[src/rtl/bank_pkg.sv]
// bank_pkg: shared constants, command codes and carrier structs for the bank controller.
// assumes a single 125 MHz clock; commands arrive already registered on that clock.
//
// Summary of operation
// - write cut by precharge stores only pairs before recovery; later data masked; code stores every element before the precharge command
// - one data strobe per byte lane; lane n covers bits 8n+7:8n
// - one write mask per byte lane; lane n covers bits 8n+7:8n
// - precharge: addr bit 10 low closes selected bank, high closes all
// - precharge to idle or already precharging bank acts as no-operation
// - addr bit 10 on read/write requests auto precharge for that command
// - auto precharge starts at earliest legal explicit precharge point
// - read auto precharge starts where earliest full-burst precharge would
// - write auto precharge starts after write recovery, at least one clock
// - auto precharge held off until minimum row-active time has passed
// - commands to other banks accepted while a bank auto precharges
// - auto refresh uses internal row counter, ignores address inputs
// - data with mask low stored, mask high discarded
// - read auto precharge starts burst-length/2 clocks after read
package bank_pkg;

	localparam int NBANK     = 4;
	localparam int ROW_W     = 13;
	localparam int COL_W     = 10;
	localparam int DQ_W      = 32;
	localparam int LANES     = DQ_W / 8;
	localparam int CLK_PS    = 8000;

	// ---------------------------------------------------------------
	// timing, in ps as printed by the device grade, and clock counts
	// ---------------------------------------------------------------
	localparam int T_RP_PS   = 15000;
	localparam int T_RAS_PS  = 40000;
	localparam int T_WR_PS   = 15000;
	localparam int T_RFC_PS  = 72000;
	localparam int RP_CYC    = (T_RP_PS + CLK_PS - 1) / CLK_PS;
	localparam int RAS_CYC   = (T_RAS_PS + CLK_PS - 1) / CLK_PS;
	localparam int WR_CYC    = (T_WR_PS + CLK_PS - 1) / CLK_PS;
	localparam int RFC_CYC   = (T_RFC_PS + CLK_PS - 1) / CLK_PS;
	localparam int TMR_W     = 5;

	localparam logic [2:0] BL_RST = 3'h4;
	localparam logic [ROW_W-1:0] RFROW_RST = 13'h0000;
	localparam int AP_BIT    = 10;

	typedef enum logic [2:0] {
		CMD_NOP  = 3'h0,
		CMD_ACT  = 3'h1,
		CMD_RD   = 3'h2,
		CMD_WR   = 3'h3,
		CMD_PRE  = 3'h4,
		CMD_REF  = 3'h5
	} cmd_t;

	// gray codes along idle -> active -> precharging; the return from precharging to idle flips both bits
	typedef enum logic [1:0] {
		BK_IDLE  = 2'h0,
		BK_ACT   = 2'h1,
		BK_PRE   = 2'h3
	} bank_st_t;

	typedef struct packed {
		cmd_t                  cmd;
		logic [1:0]            ba;
		logic [ROW_W-1:0]      addr;
	} cmd_bus_t;

	typedef struct packed {
		logic [DQ_W-1:0]       data;
		logic [LANES-1:0]      mask;
	} wdata_t;

endpackage

[src/rtl/bank_timer.sv]
// bank_timer: one bank's state, its row-active and precharge timers and an auto precharge flag.
// assumes the parent decodes commands and the burst end for this bank.
module bank_timer (
	// clock and reset
	input  wire logic               clk,
	input  wire logic               rst_b,
	// decoded events for this bank
	input  wire logic               act_i,
	input  wire logic               pre_i,
	input  wire logic               ap_arm_i,
	input  wire logic               ap_fire_i,
	// state out
	output bank_pkg::bank_st_t      state_o,
	output logic                    ras_ok_o
);
	bank_pkg::bank_st_t             state_r;
	logic [bank_pkg::TMR_W-1:0]     ras_r;
	logic [bank_pkg::TMR_W-1:0]     rp_r;
	logic                           ap_r;

	assign state_o  = state_r;
	assign ras_ok_o = (ras_r == '0);

	// ---------------------------------------------------------------
	// bank state
	// ---------------------------------------------------------------
	always_ff @(posedge clk or negedge rst_b) begin
		if (!rst_b) begin
			state_r <= bank_pkg::BK_IDLE;
		end else begin
			unique case (state_r)
				bank_pkg::BK_IDLE: begin
					if (act_i) begin
						state_r <= bank_pkg::BK_ACT;
					end
				end
				bank_pkg::BK_ACT: begin
					// explicit or automatic close, row-active time enforced by parent on the automatic one only
					if (pre_i || ap_fire_i) begin
						state_r <= bank_pkg::BK_PRE;
					end
				end
				bank_pkg::BK_PRE: begin
					if (rp_r == 5'h01) begin
						state_r <= bank_pkg::BK_IDLE;
					end
				end
				default: state_r <= bank_pkg::BK_IDLE;
			endcase
		end
	end

	// ---------------------------------------------------------------
	// row-active and precharge timers
	// ---------------------------------------------------------------
	always_ff @(posedge clk or negedge rst_b) begin
		if (!rst_b) begin
			ras_r <= '0;
		end else if (act_i && state_r == bank_pkg::BK_IDLE) begin
			ras_r <= bank_pkg::TMR_W'(bank_pkg::RAS_CYC - 1);
		end else if (ras_r != '0) begin
			ras_r <= ras_r - 5'h01;
		end
	end

	always_ff @(posedge clk or negedge rst_b) begin
		if (!rst_b) begin
			rp_r <= '0;
		end else if (state_r == bank_pkg::BK_ACT && (pre_i || ap_fire_i)) begin
			rp_r <= bank_pkg::TMR_W'(bank_pkg::RP_CYC);
		end else if (rp_r != '0) begin
			rp_r <= rp_r - 5'h01;
		end
	end

	always_ff @(posedge clk or negedge rst_b) begin
		if (!rst_b) begin
			ap_r <= 1'b0;
		end else if (ap_arm_i) begin
			ap_r <= 1'b1;
		end else if (ap_fire_i) begin
			ap_r <= 1'b0;
		end
	end
endmodule

[src/rtl/refresh_ctr.sv]
// refresh_ctr: internal refresh row counter and refresh busy timer.
// assumes the parent only pulses ref_i on a registered refresh command.
module refresh_ctr (
	// clock and reset
	input  wire logic                     clk,
	input  wire logic                     rst_b,
	// refresh request
	input  wire logic                     ref_i,
	// status
	output logic [bank_pkg::ROW_W-1:0]    row_o,
	output logic                          busy_o
);
	logic [bank_pkg::ROW_W-1:0]     row_r;
	logic [bank_pkg::TMR_W+1:0]     rfc_r;

	assign row_o  = row_r;
	assign busy_o = (rfc_r != '0);

	// row comes from the counter alone; address pins never reach here
	always_ff @(posedge clk or negedge rst_b) begin
		if (!rst_b) begin
			row_r <= bank_pkg::RFROW_RST;
		end else if (ref_i) begin
			row_r <= row_r + 13'h0001;
		end
	end

	always_ff @(posedge clk or negedge rst_b) begin
		if (!rst_b) begin
			rfc_r <= '0;
		end else if (ref_i) begin
			rfc_r <= 7'(bank_pkg::RFC_CYC);
		end else if (rfc_r != '0) begin
			rfc_r <= rfc_r - 7'h01;
		end
	end
endmodule

[src/rtl/bank_ctrl.sv]
// bank_ctrl: bank state, precharge, auto precharge, write truncation and refresh.
// assumes commands, strobes and masks are already registered on clk by the pin layer.
module bank_ctrl (
	// clock and reset
	input  wire logic                     clk,
	input  wire logic                     rst_b,
	// command from the controller
	input  wire logic                     cke,
	input  wire bank_pkg::cmd_bus_t       cmd_in,
	// write data, one element per strobe edge
	input  wire logic                     wd_valid,
	input  wire bank_pkg::wdata_t         wd_in,
	// burst length, fixed per mode
	input  wire logic [4:0]               burst_len,
	// array write port
	output logic                          arr_we,
	output logic [1:0]                    arr_ba,
	output logic [bank_pkg::COL_W-1:0]    arr_col,
	output logic [bank_pkg::DQ_W-1:0]     arr_data,
	output logic [bank_pkg::DQ_W-1:0]     arr_bit_en,
	// status
	output bank_pkg::bank_st_t            bank_state [bank_pkg::NBANK],
	output logic                          ref_busy,
	output logic [bank_pkg::ROW_W-1:0]    ref_row
);
	logic                           cmd_ok;
	logic                           is_act;
	logic                           is_rd;
	logic                           is_wr;
	logic                           is_pre;
	logic                           is_ref;
	logic                           ap_flag;
	logic [bank_pkg::NBANK-1:0]     sel;
	logic [bank_pkg::NBANK-1:0]     pre_hit;
	logic [bank_pkg::NBANK-1:0]     ras_ok;
	logic [bank_pkg::NBANK-1:0]     ap_arm;
	logic [bank_pkg::NBANK-1:0]     ap_fire;
	logic [bank_pkg::NBANK-1:0]     ap_pend_r;
	logic [bank_pkg::TMR_W-1:0]     ap_cnt_r [bank_pkg::NBANK];
	logic                           wr_live_r;
	logic [1:0]                     wr_ba_r;
	logic [bank_pkg::COL_W-1:0]     wr_col_r;
	logic [4:0]                     wr_left_r;

	// ---------------------------------------------------------------
	// decode
	// ---------------------------------------------------------------
	function automatic logic [bank_pkg::NBANK-1:0] onehot(input logic [1:0] ba);
		onehot = 4'h1 << ba;
	endfunction

	function automatic logic [bank_pkg::DQ_W-1:0] lane_en(input logic [3:0] m);
		logic [bank_pkg::DQ_W-1:0] e;
		e = '0;
		for (int i = 0; i < bank_pkg::LANES; i++) begin
			e[i*8 +: 8] = {8{~m[i]}};
		end
		lane_en = e;
	endfunction

	assign cmd_ok  = cke;
	assign is_act  = cmd_ok && cmd_in.cmd == bank_pkg::CMD_ACT;
	assign is_rd   = cmd_ok && cmd_in.cmd == bank_pkg::CMD_RD;
	assign is_wr   = cmd_ok && cmd_in.cmd == bank_pkg::CMD_WR;
	assign is_pre  = cmd_ok && cmd_in.cmd == bank_pkg::CMD_PRE;
	assign is_ref  = cmd_ok && cmd_in.cmd == bank_pkg::CMD_REF;
	assign ap_flag = cmd_in.addr[bank_pkg::AP_BIT];
	assign sel     = onehot(cmd_in.ba);

	// ---------------------------------------------------------------
	// explicit precharge: bit 10 picks one bank or all
	// ---------------------------------------------------------------
	always_comb begin
		pre_hit = '0;
		if (is_pre) begin
			pre_hit = ap_flag ? 4'hF : sel;
		end
	end

	// ---------------------------------------------------------------
	// per-bank state and auto precharge scheduling
	// ---------------------------------------------------------------
	for (genvar b = 0; b < bank_pkg::NBANK; b++) begin : g_bank
		logic pre_eff;

		// idle or closing bank ignores precharge; no row-active lock-out on explicit precharge
		assign pre_eff = pre_hit[b] && bank_state[b] == bank_pkg::BK_ACT;
		assign ap_arm[b] = (is_rd || is_wr) && ap_flag && sel[b]
			&& bank_state[b] == bank_pkg::BK_ACT;
		// fire once the burst/recovery delay has run and row-active time is met
		assign ap_fire[b] = ap_pend_r[b] && ap_cnt_r[b] == '0 && ras_ok[b];

		always_ff @(posedge clk or negedge rst_b) begin
			if (!rst_b) begin
				ap_pend_r[b] <= 1'b0;
				ap_cnt_r[b]  <= '0;
			end else if (ap_arm[b]) begin
				ap_pend_r[b] <= 1'b1;
				if (is_rd) begin
					// burst-length/2 clocks to earliest full-burst precharge
					ap_cnt_r[b] <= bank_pkg::TMR_W'(burst_len >> 1) - 5'h01;
				end else begin
					// data pairs, then write recovery, never less than one clock
					ap_cnt_r[b] <= bank_pkg::TMR_W'(burst_len >> 1)
						+ bank_pkg::TMR_W'(bank_pkg::WR_CYC);
				end
			end else if (ap_fire[b]) begin
				ap_pend_r[b] <= 1'b0;
			end else if (ap_cnt_r[b] != '0) begin
				ap_cnt_r[b] <= ap_cnt_r[b] - 5'h01;
			end
		end

		bank_timer u_bank (
			.clk       (clk),
			.rst_b     (rst_b),
			.act_i     (is_act && sel[b]),
			.pre_i     (pre_eff && !ap_pend_r[b]),
			.ap_arm_i  (ap_arm[b]),
			.ap_fire_i (ap_fire[b]),
			.state_o   (bank_state[b]),
			.ras_ok_o  (ras_ok[b])
		);

	end

	// ---------------------------------------------------------------
	// write burst tracking and truncation
	// ---------------------------------------------------------------
	always_ff @(posedge clk or negedge rst_b) begin
		if (!rst_b) begin
			wr_live_r <= 1'b0;
			wr_ba_r   <= 2'h0;
			wr_col_r  <= '0;
			wr_left_r <= 5'h00;
		end else if (is_wr) begin
			wr_live_r <= 1'b1;
			wr_ba_r   <= cmd_in.ba;
			wr_col_r  <= cmd_in.addr[bank_pkg::COL_W-1:0];
			wr_left_r <= burst_len;
		end else if (is_rd || (is_pre && (pre_hit[wr_ba_r]))) begin
			// truncation: later elements never reach the array
			wr_live_r <= 1'b0;
		end else if (wd_valid && wr_live_r) begin
			wr_col_r  <= wr_col_r + 10'h001;
			wr_left_r <= wr_left_r - 5'h01;
			if (wr_left_r == 5'h01) begin
				wr_live_r <= 1'b0;
			end
		end
	end

	// ---------------------------------------------------------------
	// array write port
	// ---------------------------------------------------------------
	always_ff @(posedge clk or negedge rst_b) begin
		if (!rst_b) begin
			arr_we     <= 1'b0;
			arr_ba     <= 2'h0;
			arr_col    <= '0;
			arr_data   <= '0;
			arr_bit_en <= '0;
		end else begin
			arr_we     <= wd_valid && wr_live_r && !is_rd && !is_pre;
			arr_ba     <= wr_ba_r;
			arr_col    <= wr_col_r;
			arr_data   <= wd_in.data;
			arr_bit_en <= lane_en(wd_in.mask);
		end
	end

	// ---------------------------------------------------------------
	// refresh
	// ---------------------------------------------------------------
	refresh_ctr u_ref (
		.clk    (clk),
		.rst_b  (rst_b),
		.ref_i  (is_ref && !ref_busy),
		.row_o  (ref_row),
		.busy_o (ref_busy)
	);
endmodule

[config.mk]
export PLATFORM = sky130hd
export DESIGN_NAME = bank_ctrl
export DESIGN_NICKNAME = d
export VERILOG_FILES = /design/src/rtl/bank_pkg.sv /design/src/rtl/bank_timer.sv /design/src/rtl/refresh_ctr.sv /design/src/rtl/bank_ctrl.sv
export SDC_FILE = /design/constraint.sdc
export NUM_CORES = 1
export LEC_CHECK = 0
export BUFFER_PORTS_ARGS = -buffer_cell sky130_fd_sc_hd__buf_4
export CAP_MARGIN = 25
export CORE_MARGIN = 2
export CORE_UTILIZATION = 49
export CTS_CLUSTER_SIZE = 20
export DETAILED_ROUTE_END_ITERATION = 10
export PLACE_DENSITY = 0.75
export SLEW_MARGIN = 20
export SYNTH_ARGS = -nofsm -noshare
export SYNTH_HDL_FRONTEND = slang
export SYNTH_SLANG_ARGS = --single-unit
export TNS_END_PERCENT = 5
[constraint.sdc]
create_clock -name clk -period 2.21 [get_ports clk]
set_clock_uncertainty 0.15 [all_clocks]
set_input_delay 0.221 -clock clk [delete_from_list [all_inputs] [get_ports clk]]
set_output_delay 0.221 -clock clk [all_outputs]
set_load 0.005 [all_outputs]
==> results of run 1 <==
state kept, by name (all words and copies together), names as in the netlist, 4 cells and up:
name / cells
arr_data: 32
wr_col_r: 10
g_bank.u_bank.state_o: 8
ap_cnt_r: 20
u_ref.rfc_r: 7
arr_col: 10
g_bank.u_bank.ras_r: 20
wr_left_r: 5
arr_bit_en: 4
g_bank.u_bank.rp_r: 20
ap_pend_r: 4
u_ref.row_o: 13
routing by layer:
metal / routed length (um) / up-vias
li1: - / 2831
met1: 7004 / 2697
met2: 8624 / 152
met3: 907 / 21
met4: 291 / 0
met5: 0 / -
final cells by class:
| class | count | area (um^2) | share of cell area [%] |
|---|---|---|---|
| Timing Repair Buffer | 237 | 1932 | 19.25 |
| Multi-Input combinational cell | 474 | 3054 | 30.44 |
| Clock buffer | 18 | 439.2 | 4.377 |
| Sequential cell | 159 | 3979 | 39.66 |
| Clock inverter | 14 | 226.5 | 2.257 |
| Tap cell | 188 | 235.2 | 2.344 |
| Inverter | 44 | 167.7 | 1.671 |
critical path: stages (launching register included):
cell and delay [ns]:
dfrtp_1 0.39, inv_1 0.06, ha_2 0.17, or3b_4 0.41
nor4_4 0.22, inv_4 0.09, buf_4 0.16
logic make-up (layout without fill, tap and decap cells):
family,count (synthesis),count (layout),share of synthesized area (%)
flops,159,159,53.47
compound gates,95,95,7.449
buf+inv,83,313,5.700
simple gates,273,273,18.77
fa+ha+maj,37,37,6.222
mux,11,11,1.564
xor+xnor,58,58,6.827
through the flow:
| stage | utilization [%] | TNS [ns] |
|---|---|---|
| floorplan | - | 0 |
| global placement | 58.71 | 0 |
| detailed placement | 58.71 | 0 |
| CTS | 66.67 | -0.09396 |
| global route | 66.74 | -0.3969 |
| finish | 66.74 | -0.08192 |
cells in the final DEF (no fill, tap or decap), types with 14 or more instances in the layout:
| master | netlist | routed |
|---|---|---|
| a21oi_1 | 29 | 29 |
| buf_4 | 28 | 181 |
| clkbuf_16 | 0 | 17 |
| dfrtp_1 | 159 | 159 |
| dlygate4sd3_1 | 0 | 53 |
| ha_1 | 37 | 36 |
| inv_1 | 43 | 43 |
| nand2_1 | 89 | 89 |
| nand3_1 | 24 | 24 |
| nor2_1 | 60 | 59 |
| nor3_1 | 30 | 30 |
| o21ai_0 | 37 | 37 |
| or3_1 | 14 | 14 |
| xnor2_1 | 30 | 30 |
| xor2_1 | 28 | 28 |
power by group through the flow:
| stage | Clock (mW) | Combinational, mW | Sequential [mW] |
|---|---|---|---|
| after floorplan | 0 | 2.45 | 4.53 |
| after global placement | 0 | 3.24 | 4.67 |
| after detailed placement | 0 | 3.37 | 4.68 |
| after CTS | 3.35 | 3.50 | 4.65 |
| after global routing | 3.47 | 4.05 | 4.81 |
| final | 3.28 | 3.46 | 4.66 |
path summary, 6_finish.rpt:
kind	startpoint	to	slack, ns	cells after the start
worst min register to register	wr_ba_r[0]	arr_ba[0]	0.27	0
max in group asynchronous	rst_b	g_bank[1].u_bank.ras_r[3]	1.07	3
worst max register to register	u_ref.rfc_r[1]	u_ref.row_o[6]	0.02	8
worst max-delay path	u_ref.rfc_r[1]	ref_busy	-0.08	6
worst min-delay path	burst_len[1]	wr_left_r[1]	0.02	3
min in group asynchronous	rst_b	arr_data[16]	0.17	2
timing repair:
action / 4_1_cts / 5_1_grt
setup buffers: 0 / 0
hold buffers: 53 / 0
pin swaps: 0 / 0
endpoints found under the hold margin: 130 / 0
gates cloned: 0 / 0
endpoints found under the setup margin: 1 / 9
gates resized for setup: 0 / 3
==> impl_metrics.json, run 1 <==
{
  "pre_cts_ws_ns": 0.03116,
  "synth_cells": 716,
  "synth_top_cell_by_area": "dfrtp_1",
  "antennaDiodeCount": 0,
  "post_dp_cell_area_mm2": 0.008826,
  "drtAntennaViolNets": 0,
  "use_met2_pct": 37.51,
  "busiest_layer": "met2",
  "drive_gt1_share_pct": 25.26,
  "critPathMaxFanout": 5,
  "dp_cells": 1049,
  "critPathRequiredTime_ns": 1.84,
  "die_w_um": 127.2,
  "p_per_area_mw_per_mm2": 1136,
  "numCtsBuffers": 17,
  "clk_pin_slew_worst_paths_ns": 0.06,
  "end_kind": "primary output",
  "fin_crit_ns": 2.292,
  "fin_nets": 1033,
  "drtIter0Drc": 250,
  "routabilityCongestion": 0.8379,
  "seq_power_share_pct": 40.9,
  "drc": 0,
  "core_mm2": 0.01503,
  "min_period_over_period_pct": 103.7,
  "avgSynthCellArea_um2": 10.39,
  "switching_share_pct": 32.72,
  "die_h_um": 127.2,
  "maxSlewViolCount": 0,
  "grt_pass1_vias": 5552,
  "cts_max_level": 4,
  "crit_arrival_ns": 1.92,
  "drtPass1Iterations": 4,
  "comb_power_share_pct": 30.4,
  "antenna_found_initial": 0,
  "die_area_mm2": 0.01619,
  "fillers": 1148,
  "total_power_mw": 11.40,
  "synth_edf_count": 0,
  "fp-row-count": 45,
  "synth_flop_cell": "dfrtp_1",
  "start_kind": "flip-flop",
  "met1_usage_pct": 27.08,
  "numClockSinks": 159,
  "use_met3_pct": 5.737,
  "grt_max_degree": 53,
  "wl_per_cell_um": 14.84,
  "total_leakage_power_nw": 4.840,
  "synth_area_mm2": 0.007441,
  "p_int_mw": 7.670,
  "vias_per_cell": 5.027,
  "fin_cells": 1134,
  "synth-async-reset-ratio_pct": 100.0,
  "syn2layout_area_growth_pct": 34.84,
  "grt.total_usage_pct": 21.74,
  "vdd_drop_max_mv": 0.5967,
  "cap_viol_max_count": 0,
  "io_buffers": 159,
  "clock_path_buffers": 2,
  "worst_slew_pin_slew_ns": 0.6681,
  "grt_first_pass_wirelength_um": 27680,
  "dpl.hpwl_um": 11620,
  "violations": "setup timing",
  "synth_most_common_cell": "dfrtp_1",
  "setup_viol": 1,
  "synth_nets": 816,
  "ys_warn_count": 0,
  "cts-root-buf": "clkbuf_16",
  "path_class": "reg2out",
  "net-switching-power_mw": 3.731,
  "worstSkewPairLatency_ns": 0.42,
  "fmax_mhz": 436.3,
  "hold_viol_final": 0,
  "drt-total-wl_um": 16830,
  "synth_area_leaders": "dfrtp_1, ha_1, nand2_1, xnor2_1, xor2_1",
  "hp-class": "in2reg",
  "ys_types": 50,
  "cts_tree": "built",
  "maxSlewHeadroom_pct": 55.36,
  "pin_count": 162,
  "synth_top_area_share_pct": 53.47,
  "outcome": "finished, violations left",
  "synth-seq-area-share_pct": 53.47,
  "routed-via-count": 5701,
  "initial_core_util_pct": 49.50,
  "design_area_mm2": 0.01003,
  "fin_ws_ns": -0.08192,
  "pwr-share-clk_pct": 28.8,
  "rsz0062_at_grt": "true",
  "fin_hold_ws_ns": 0.02244,
  "ys_ff_latch": 159,
  "grt-ovfl-total": 0,
  "synthTopCellsByCount": "dfrtp_1, nand2_1, nor2_1"
}
Note: power is estimated with default switching activity, not from simulation.
==> run 2: changes to the inputs <==
Settings changed: CORE_MARGIN 2 to not set.
==> run 2 against run 1 <==
Effect of this change: register-to-register slack worse by 0.03 ns; power is 4.4% lower; clock power is 15% lower; worst hold slack worse by 0.0038 ns; setup slack better by 0.019 ns; sequential power hardly changed; highest routed layer unchanged; die area is 3.1% lower; global-route usage is 0.13 points higher; maximum frequency is 0.82% higher; flip-flop and latch count stayed put; wire length is 5.7% lower; the flow finishes with violations (DRC, setup timing); non-clock buffer count is 1 higher.
==> impl_metrics.json, run 2 (synthesized netlist as in run 1, its figures left out) <==
{
  "start_kind": "flip-flop",
  "design_area_mm2": 0.009918,
  "drtPass1Iterations": 8,
  "cts_tree": "built",
  "rsz0062_at_grt": "true",
  "initial_core_util_pct": 50.62,
  "fin_nets": 1034,
  "crit_slowest_cell": "or3b_4",
  "grt.total_usage_pct": 21.87,
  "total_power_mw": 10.90,
  "critPathRequiredTime_ns": 1.84,
  "io_buffers": 159,
  "violations": "DRC, setup timing",
  "routabilityCongestion": 0.8160,
  "dp_cells": 1046,
  "min_from": "burst_len[1]",
  "drtIter0Drc": 364,
  "syn2layout_area_growth_pct": 33.29,
  "layout_common_cells": "buf_4, dfrtp_1, nand2_1, nor2_1, dlygate4sd3_1",
  "grt_first_pass_wirelength_um": 27500,
  "numCtsBuffers": 17,
  "critPathMaxFanout": 5,
  "cap_viol_max_count": 0,
  "ff2ff_path_depth": 7,
  "fin_cells": 1130,
  "r2r_setup_slack_ns": -0.01,
  "r2r-end": "u_ref.row_o[1]",
  "hold_viol_final": 0,
  "total_leakage_power_nw": 4.796,
  "reg2reg_from": "u_ref.rfc_r[1]",
  "die_area_mm2": 0.01568,
  "pin_count": 162,
  "hold_path_depth": 3,
  "die_w_um": 125.2,
  "antennaDiodeCount": 0,
  "max_flop_register": "arr_data",
  "clock_path_buffers": 2,
  "antenna_found_initial": 0,
  "grt_pass1_vias": 5739,
  "grt-ovfl-total": 0,
  "vdd_drop_max_mv": 0.7339,
  "dpl.hpwl_um": 10780,
  "worst_slew_pin_slew_ns": 0.6669,
  "fp-row-count": 44,
  "end_kind": "primary output",
  "min_period_over_period_pct": 102.9,
  "cp_cell_sequence": "inv_1, ha_2, or3b_4, nor4_4, inv_4, buf_4",
  "vias_per_cell": 5.060,
  "core_mm2": 0.01470,
  "grt_max_degree": 64,
  "outcome": "finished, violations left",
  "drive_gt1_share_pct": 24.95,
  "drc": 46,
  "path_class": "reg2out",
  "startpoint": "u_ref.rfc_r[1]",
  "routed-via-count": 5718,
  "setup_viol": 2,
  "cts-root-buf": "clkbuf_16",
  "fillers": 1109,
  "post_dp_cell_area_mm2": 0.008822,
  "largest_register_ff_count": 32,
  "drt-total-wl_um": 15870,
  "crit_arrival_ns": 1.90,
  "numClockSinks": 159,
  "worstSkewPairLatency_ns": 0.42,
  "fmax_mhz": 439.9,
  "post-cts-setup-buffer-count": 0,
  "hp-class": "in2reg",
  "maxSlewHeadroom_pct": 55.43,
  "cts_max_level": 4,
  "drtAntennaViolNets": 0,
  "min_to": "wr_left_r[1]",
  "multiInputGateArea_mm2": 0.003043,
  "wl_per_cell_um": 14.04,
  "final_common_cell": "buf_4",
  "clk_pin_slew_worst_paths_ns": 0.06,
  "p_per_area_mw_per_mm2": 1099,
  "maxSlewViolCount": 0,
  "regArea_mm2": 0.003979,
  "die_h_um": 125.2,
  "slowest_delay_ns": 0.41,
  "fin_crit_ns": 2.273,
  "fin_ws_ns": -0.06326
}
[run 2: per-layer routing]
| layer | global-route usage, % | vias to the layer above | part of all wire [%] |
|---|---|---|---|
| met2 | 36.97 | 155 | 49 |
| met1 | 28.08 | 2711 | 44 |
| met5 | 0 | - | 0 |
| met4 | 5.667 | 0 | 0.80 |
| met3 | 5.563 | 11 | 5.8 |
| li1 | - | 2841 | - |
[run 2: per-stage QoR]
stage	TNS, ns	setup slack, ns	utilization (%)	hold slack [ns]
finish	-0.07212	-0.06326	67.48	0.01860
CTS	-0.1091	-0.08525	67.46	0.009380
floorplan	0	0.01120	-	-0.2246
detailed placement	-0.02262	-0.02262	60.02	0.02046
global route	-0.6170	-0.1512	67.48	0.01740
global placement	0	0.02882	60.02	0.01983
[run 2: final cells by class]
cell class                      count  area share, %
Clock buffer                       20          4.504
Clock inverter                     11          1.173
Inverter                           44          1.690
Multi-Input combinational cell    474          30.68
Tap cell                          184          2.321
Sequential cell                   159          40.12
Timing Repair Buffer              238          19.52
[run 2: worst max path at each step]
stage                                 to  slack (ns)  cells past startpoint
after global placement    u_ref.row_o[1]        0.03                      7
after floorplan           u_ref.row_o[1]        0.01                      7
after global routing            ref_busy       -0.15                      6
after detailed placement  u_ref.row_o[1]       -0.02                      7
final                           ref_busy       -0.06                      6
after CTS                       ref_busy       -0.09                      6
[run 2: what timing repair did]
item / in CTS / in global routing
hold buffers: 53 / 0
endpoints found under the hold margin: 98 / 0
pin swaps: 0 / 1
setup endpoints to repair: 2 / 12
resized for setup: 0 / 1
[run 2: worst max-delay path: cells and delay by family (launching register included)]
kind | cells | cell delay (ns)
simple gates | 2 | 0.64
flops | 1 | 0.39
buf+inv | 3 | 0.29
fa+ha+maj | 1 | 0.17
[run 2: report_power, final]
part | leakage [nW] | switching, mW | internal [mW] | total, mW
clock network | 0.272 | 1.12 | 1.68 | 2.80
registers | 1.93 | 0.799 | 3.85 | 4.65
logic | 2.60 | 1.69 | 1.76 | 3.45
==> run 3: changes to the inputs <==
Settings changed: CORE_UTILIZATION 49 to 50, PLACE_DENSITY 0.75 to 0.76, SYNTH_HIERARCHICAL set to 1.
==> run 3 against run 2 <==
Effect of this change: the run ends with DRC left; first-iteration DRC count decreased by 3.6%; area after synthesis increased by 2.3%; die area increased by 0.23%; clock power increased by 9.3%; power increased by 3.3%; sequential share of layout area decreased by 0.95 points; flip-flop and latch count unchanged; cell count decreased by 0.35%; setup slack improved by 0.12 ns; synthesized cell count increased by 0.14%; final area increased by 2.4%; highest routed layer unchanged.
==> impl_metrics.json, run 3 <==
{
  "synth_area_mm2": 0.007611,
  "violations": "DRC",
  "io_buffers": 159,
  "drtAntennaViolNets": 0,
  "hold_path_depth": 3,
  "outcome": "finished, violations left",
  "final_common_cell": "buf_4",
  "start_kind": "flip-flop",
  "grt_pass1_vias": 5777,
  "fin_ws_ns": 0.05272,
  "fin_crit_ns": 2.157,
  "numCtsBuffers": 17,
  "reg2reg_from": "u_ref/rfc_r[0]",
  "crit_buf_inv": 1,
  "crit_slowest_cell": "dfrtp_1",
  "rsz0062_at_grt": "true",
  "die_h_um": 125.4,
  "cts_tree": "built",
  "avgSynthCellArea_um2": 10.62,
  "min_from": "cmd_in[14]",
  "drtIter0Drc": 351,
  "antennaDiodeCount": 0,
  "hold_viol_final": 0,
  "seq_power_share_pct": 40.7,
  "critPathRequiredTime_ns": 2.40,
  "clock_path_buffers": 2,
  "total_leakage_power_nw": 4.843,
  "numClockSinks": 159,
  "vias_per_cell": 5.155,
  "design_area_mm2": 0.01016,
  "crit_arrival_ns": 2.35,
  "pre_cts_ws_ns": 0.01500,
  "drtPass1Iterations": 8,
  "hp-class": "in2reg",
  "r2r_setup_slack_ns": 0.05,
  "worstSkewPairLatency_ns": 0.42,
  "switching_share_pct": 32.08,
  "initial_core_util_pct": 51.78,
  "die_w_um": 125.4,
  "worst_slew_pin_slew_ns": 0.6458,
  "r2r-end": "u_ref/row_o[12]",
  "core_mm2": 0.01470,
  "setup_viol": 0,
  "synth_nets": 809,
  "die_area_mm2": 0.01572,
  "end_kind": "flip-flop",
  "layout_common_cells": "buf_4, dfrtp_1, inv_1, nand2_1, dlygate4sd3_1",
  "fin_nets": 1024,
  "net-switching-power_mw": 3.611,
  "min_period_over_period_pct": 97.61,
  "min_to": "wr_ba_r[1]",
  "cp_cell_sequence": "inv_2, ha_4, nor4b_4, nand2_1, nor3b_2, nand4_1, nor4_2, xor2_1",
  "wl_per_cell_um": 14.35,
  "pwr-share-clk_pct": 27.2,
  "p_per_area_mw_per_mm2": 1108,
  "cts-root-buf": "clkbuf_16",
  "antenna_found_initial": 0,
  "grt_first_pass_wirelength_um": 27320,
  "fillers": 1084,
  "maxSlewViolCount": 0,
  "routed-via-count": 5804,
  "cap_viol_max_count": 0,
  "drc": 11,
  "post-route-util_pct": 69.11,
  "dpl.hpwl_um": 10740,
  "ys_warn_count": 6,
  "vdd_drop_max_mv": 0.7880,
  "cpLargestDelayFamily": "simple AND/OR/NAND/NOR gates",
  "path_class": "reg2reg",
  "pin_count": 162,
  "synth_cells": 717,
  "grt.total_usage_pct": 21.83,
  "grt_max_degree": 55,
  "clk_pin_slew_worst_paths_ns": 0.06,
  "fp-row-count": 44,
  "maxSlewHeadroom_pct": 56.92,
  "comb_power_share_pct": 32.2,
  "slowest_delay_ns": 0.38,
  "p_int_mw": 7.647,
  "drive_gt1_share_pct": 27.28,
  "post_dp_cell_area_mm2": 0.008962,
  "fin_hold_ws_ns": 0.06350,
  "drt-total-wl_um": 16150,
  "largest_register_ff_count": 32,
  "routabilityCongestion": 0.7972,
  "max_flop_register": "arr_data",
  "cts_max_level": 4,
  "grt-ovfl-total": 0,
  "syn2layout_area_growth_pct": 33.47,
  "critPathMaxFanout": 5,
  "ff2ff_path_depth": 8,
  "fmax_mhz": 463.5
}
==> run 3: repair_timing <==
| action | in CTS | in global routing |
|---|---|---|
| resized for setup | 2 | 7 |
| pin swaps | 0 | 8 |
| setup buffers | 0 | 3 |
| hold buffers | 52 | 0 |
| endpoints found under the hold margin | 162 | 0 |
| endpoints found under the setup margin | 1 | 9 |
==> run 3: through the flow <==
step,total power [mW],instances,TNS [ns]
final,11.26,1126,0
after global routing,12.13,1126,-0.2179
after CTS,11.30,1123,0
after detailed placement,8.104,1042,0
after global placement,7.942,1042,0
after floorplan,7.023,717,0
==> run 3: worst reg2reg max path, stage by stage (launching register included) <==
cell	delay, ns
dfrtp_1	0.38
inv_2	0.09
ha_4	0.13
nor4b_4	0.20
nand2_1	0.12
nor3b_2	0.21
nand4_1	0.25
nor4_2	0.36
xor2_1	0.18
==> run 3: layout make-up <==
type | count | area [um^2] | area share (%)
Clock buffer | 19 | 452.9 | 4.459
Clock inverter | 10 | 162.7 | 1.601
Inverter | 58 | 217.7 | 2.143
Multi-Input combinational cell | 460 | 3198 | 31.48
Sequential cell | 159 | 3979 | 39.17
Tap cell | 184 | 230.2 | 2.266
Timing Repair Buffer | 236 | 1918 | 18.88
==> run 3: worst max-delay path by stage <==
stage | startpoint | to | slack, ns | cells past startpoint
4_1_cts | u_ref/rfc_r[0] | u_ref/row_o[11] | 0.002 | 8
5_1_grt | u_ref/rfc_r[1] | u_ref/row_o[12] | -0.10 | 8
3_3_place_gp | u_ref/rfc_r[0] | u_ref/row_o[12] | 0.06 | 8
3_5_place_dp | u_ref/rfc_r[0] | u_ref/row_o[11] | 0.01 | 8
6_report | u_ref/rfc_r[0] | u_ref/row_o[12] | 0.05 | 8
2_1_floorplan | u_ref/rfc_r[0] | u_ref/row_o[12] | 0.001 | 8
==> run 3: routing by layer <==
metal / wire (um) / GRT usage [%] / vias up
met2: 7885 / 36.21 / 141
met3: 820 / 5.349 / 20
met5: 0 / 0 / -
met4: 259 / 7.819 / 0
li1: - / - / 2865
met1: 7188 / 27.88 / 2778
==> run 3: power groups by stage <==
stage          Sequential, mW  Combinational [mW]  Clock [mW]
6_report                 4.58                3.62        3.06
5_1_grt                  4.71                4.16        3.26
3_5_place_dp             4.60                3.50           0
4_1_cts                  4.57                3.60        3.12
2_1_floorplan            4.46                2.56           0
3_3_place_gp             4.59                3.35           0
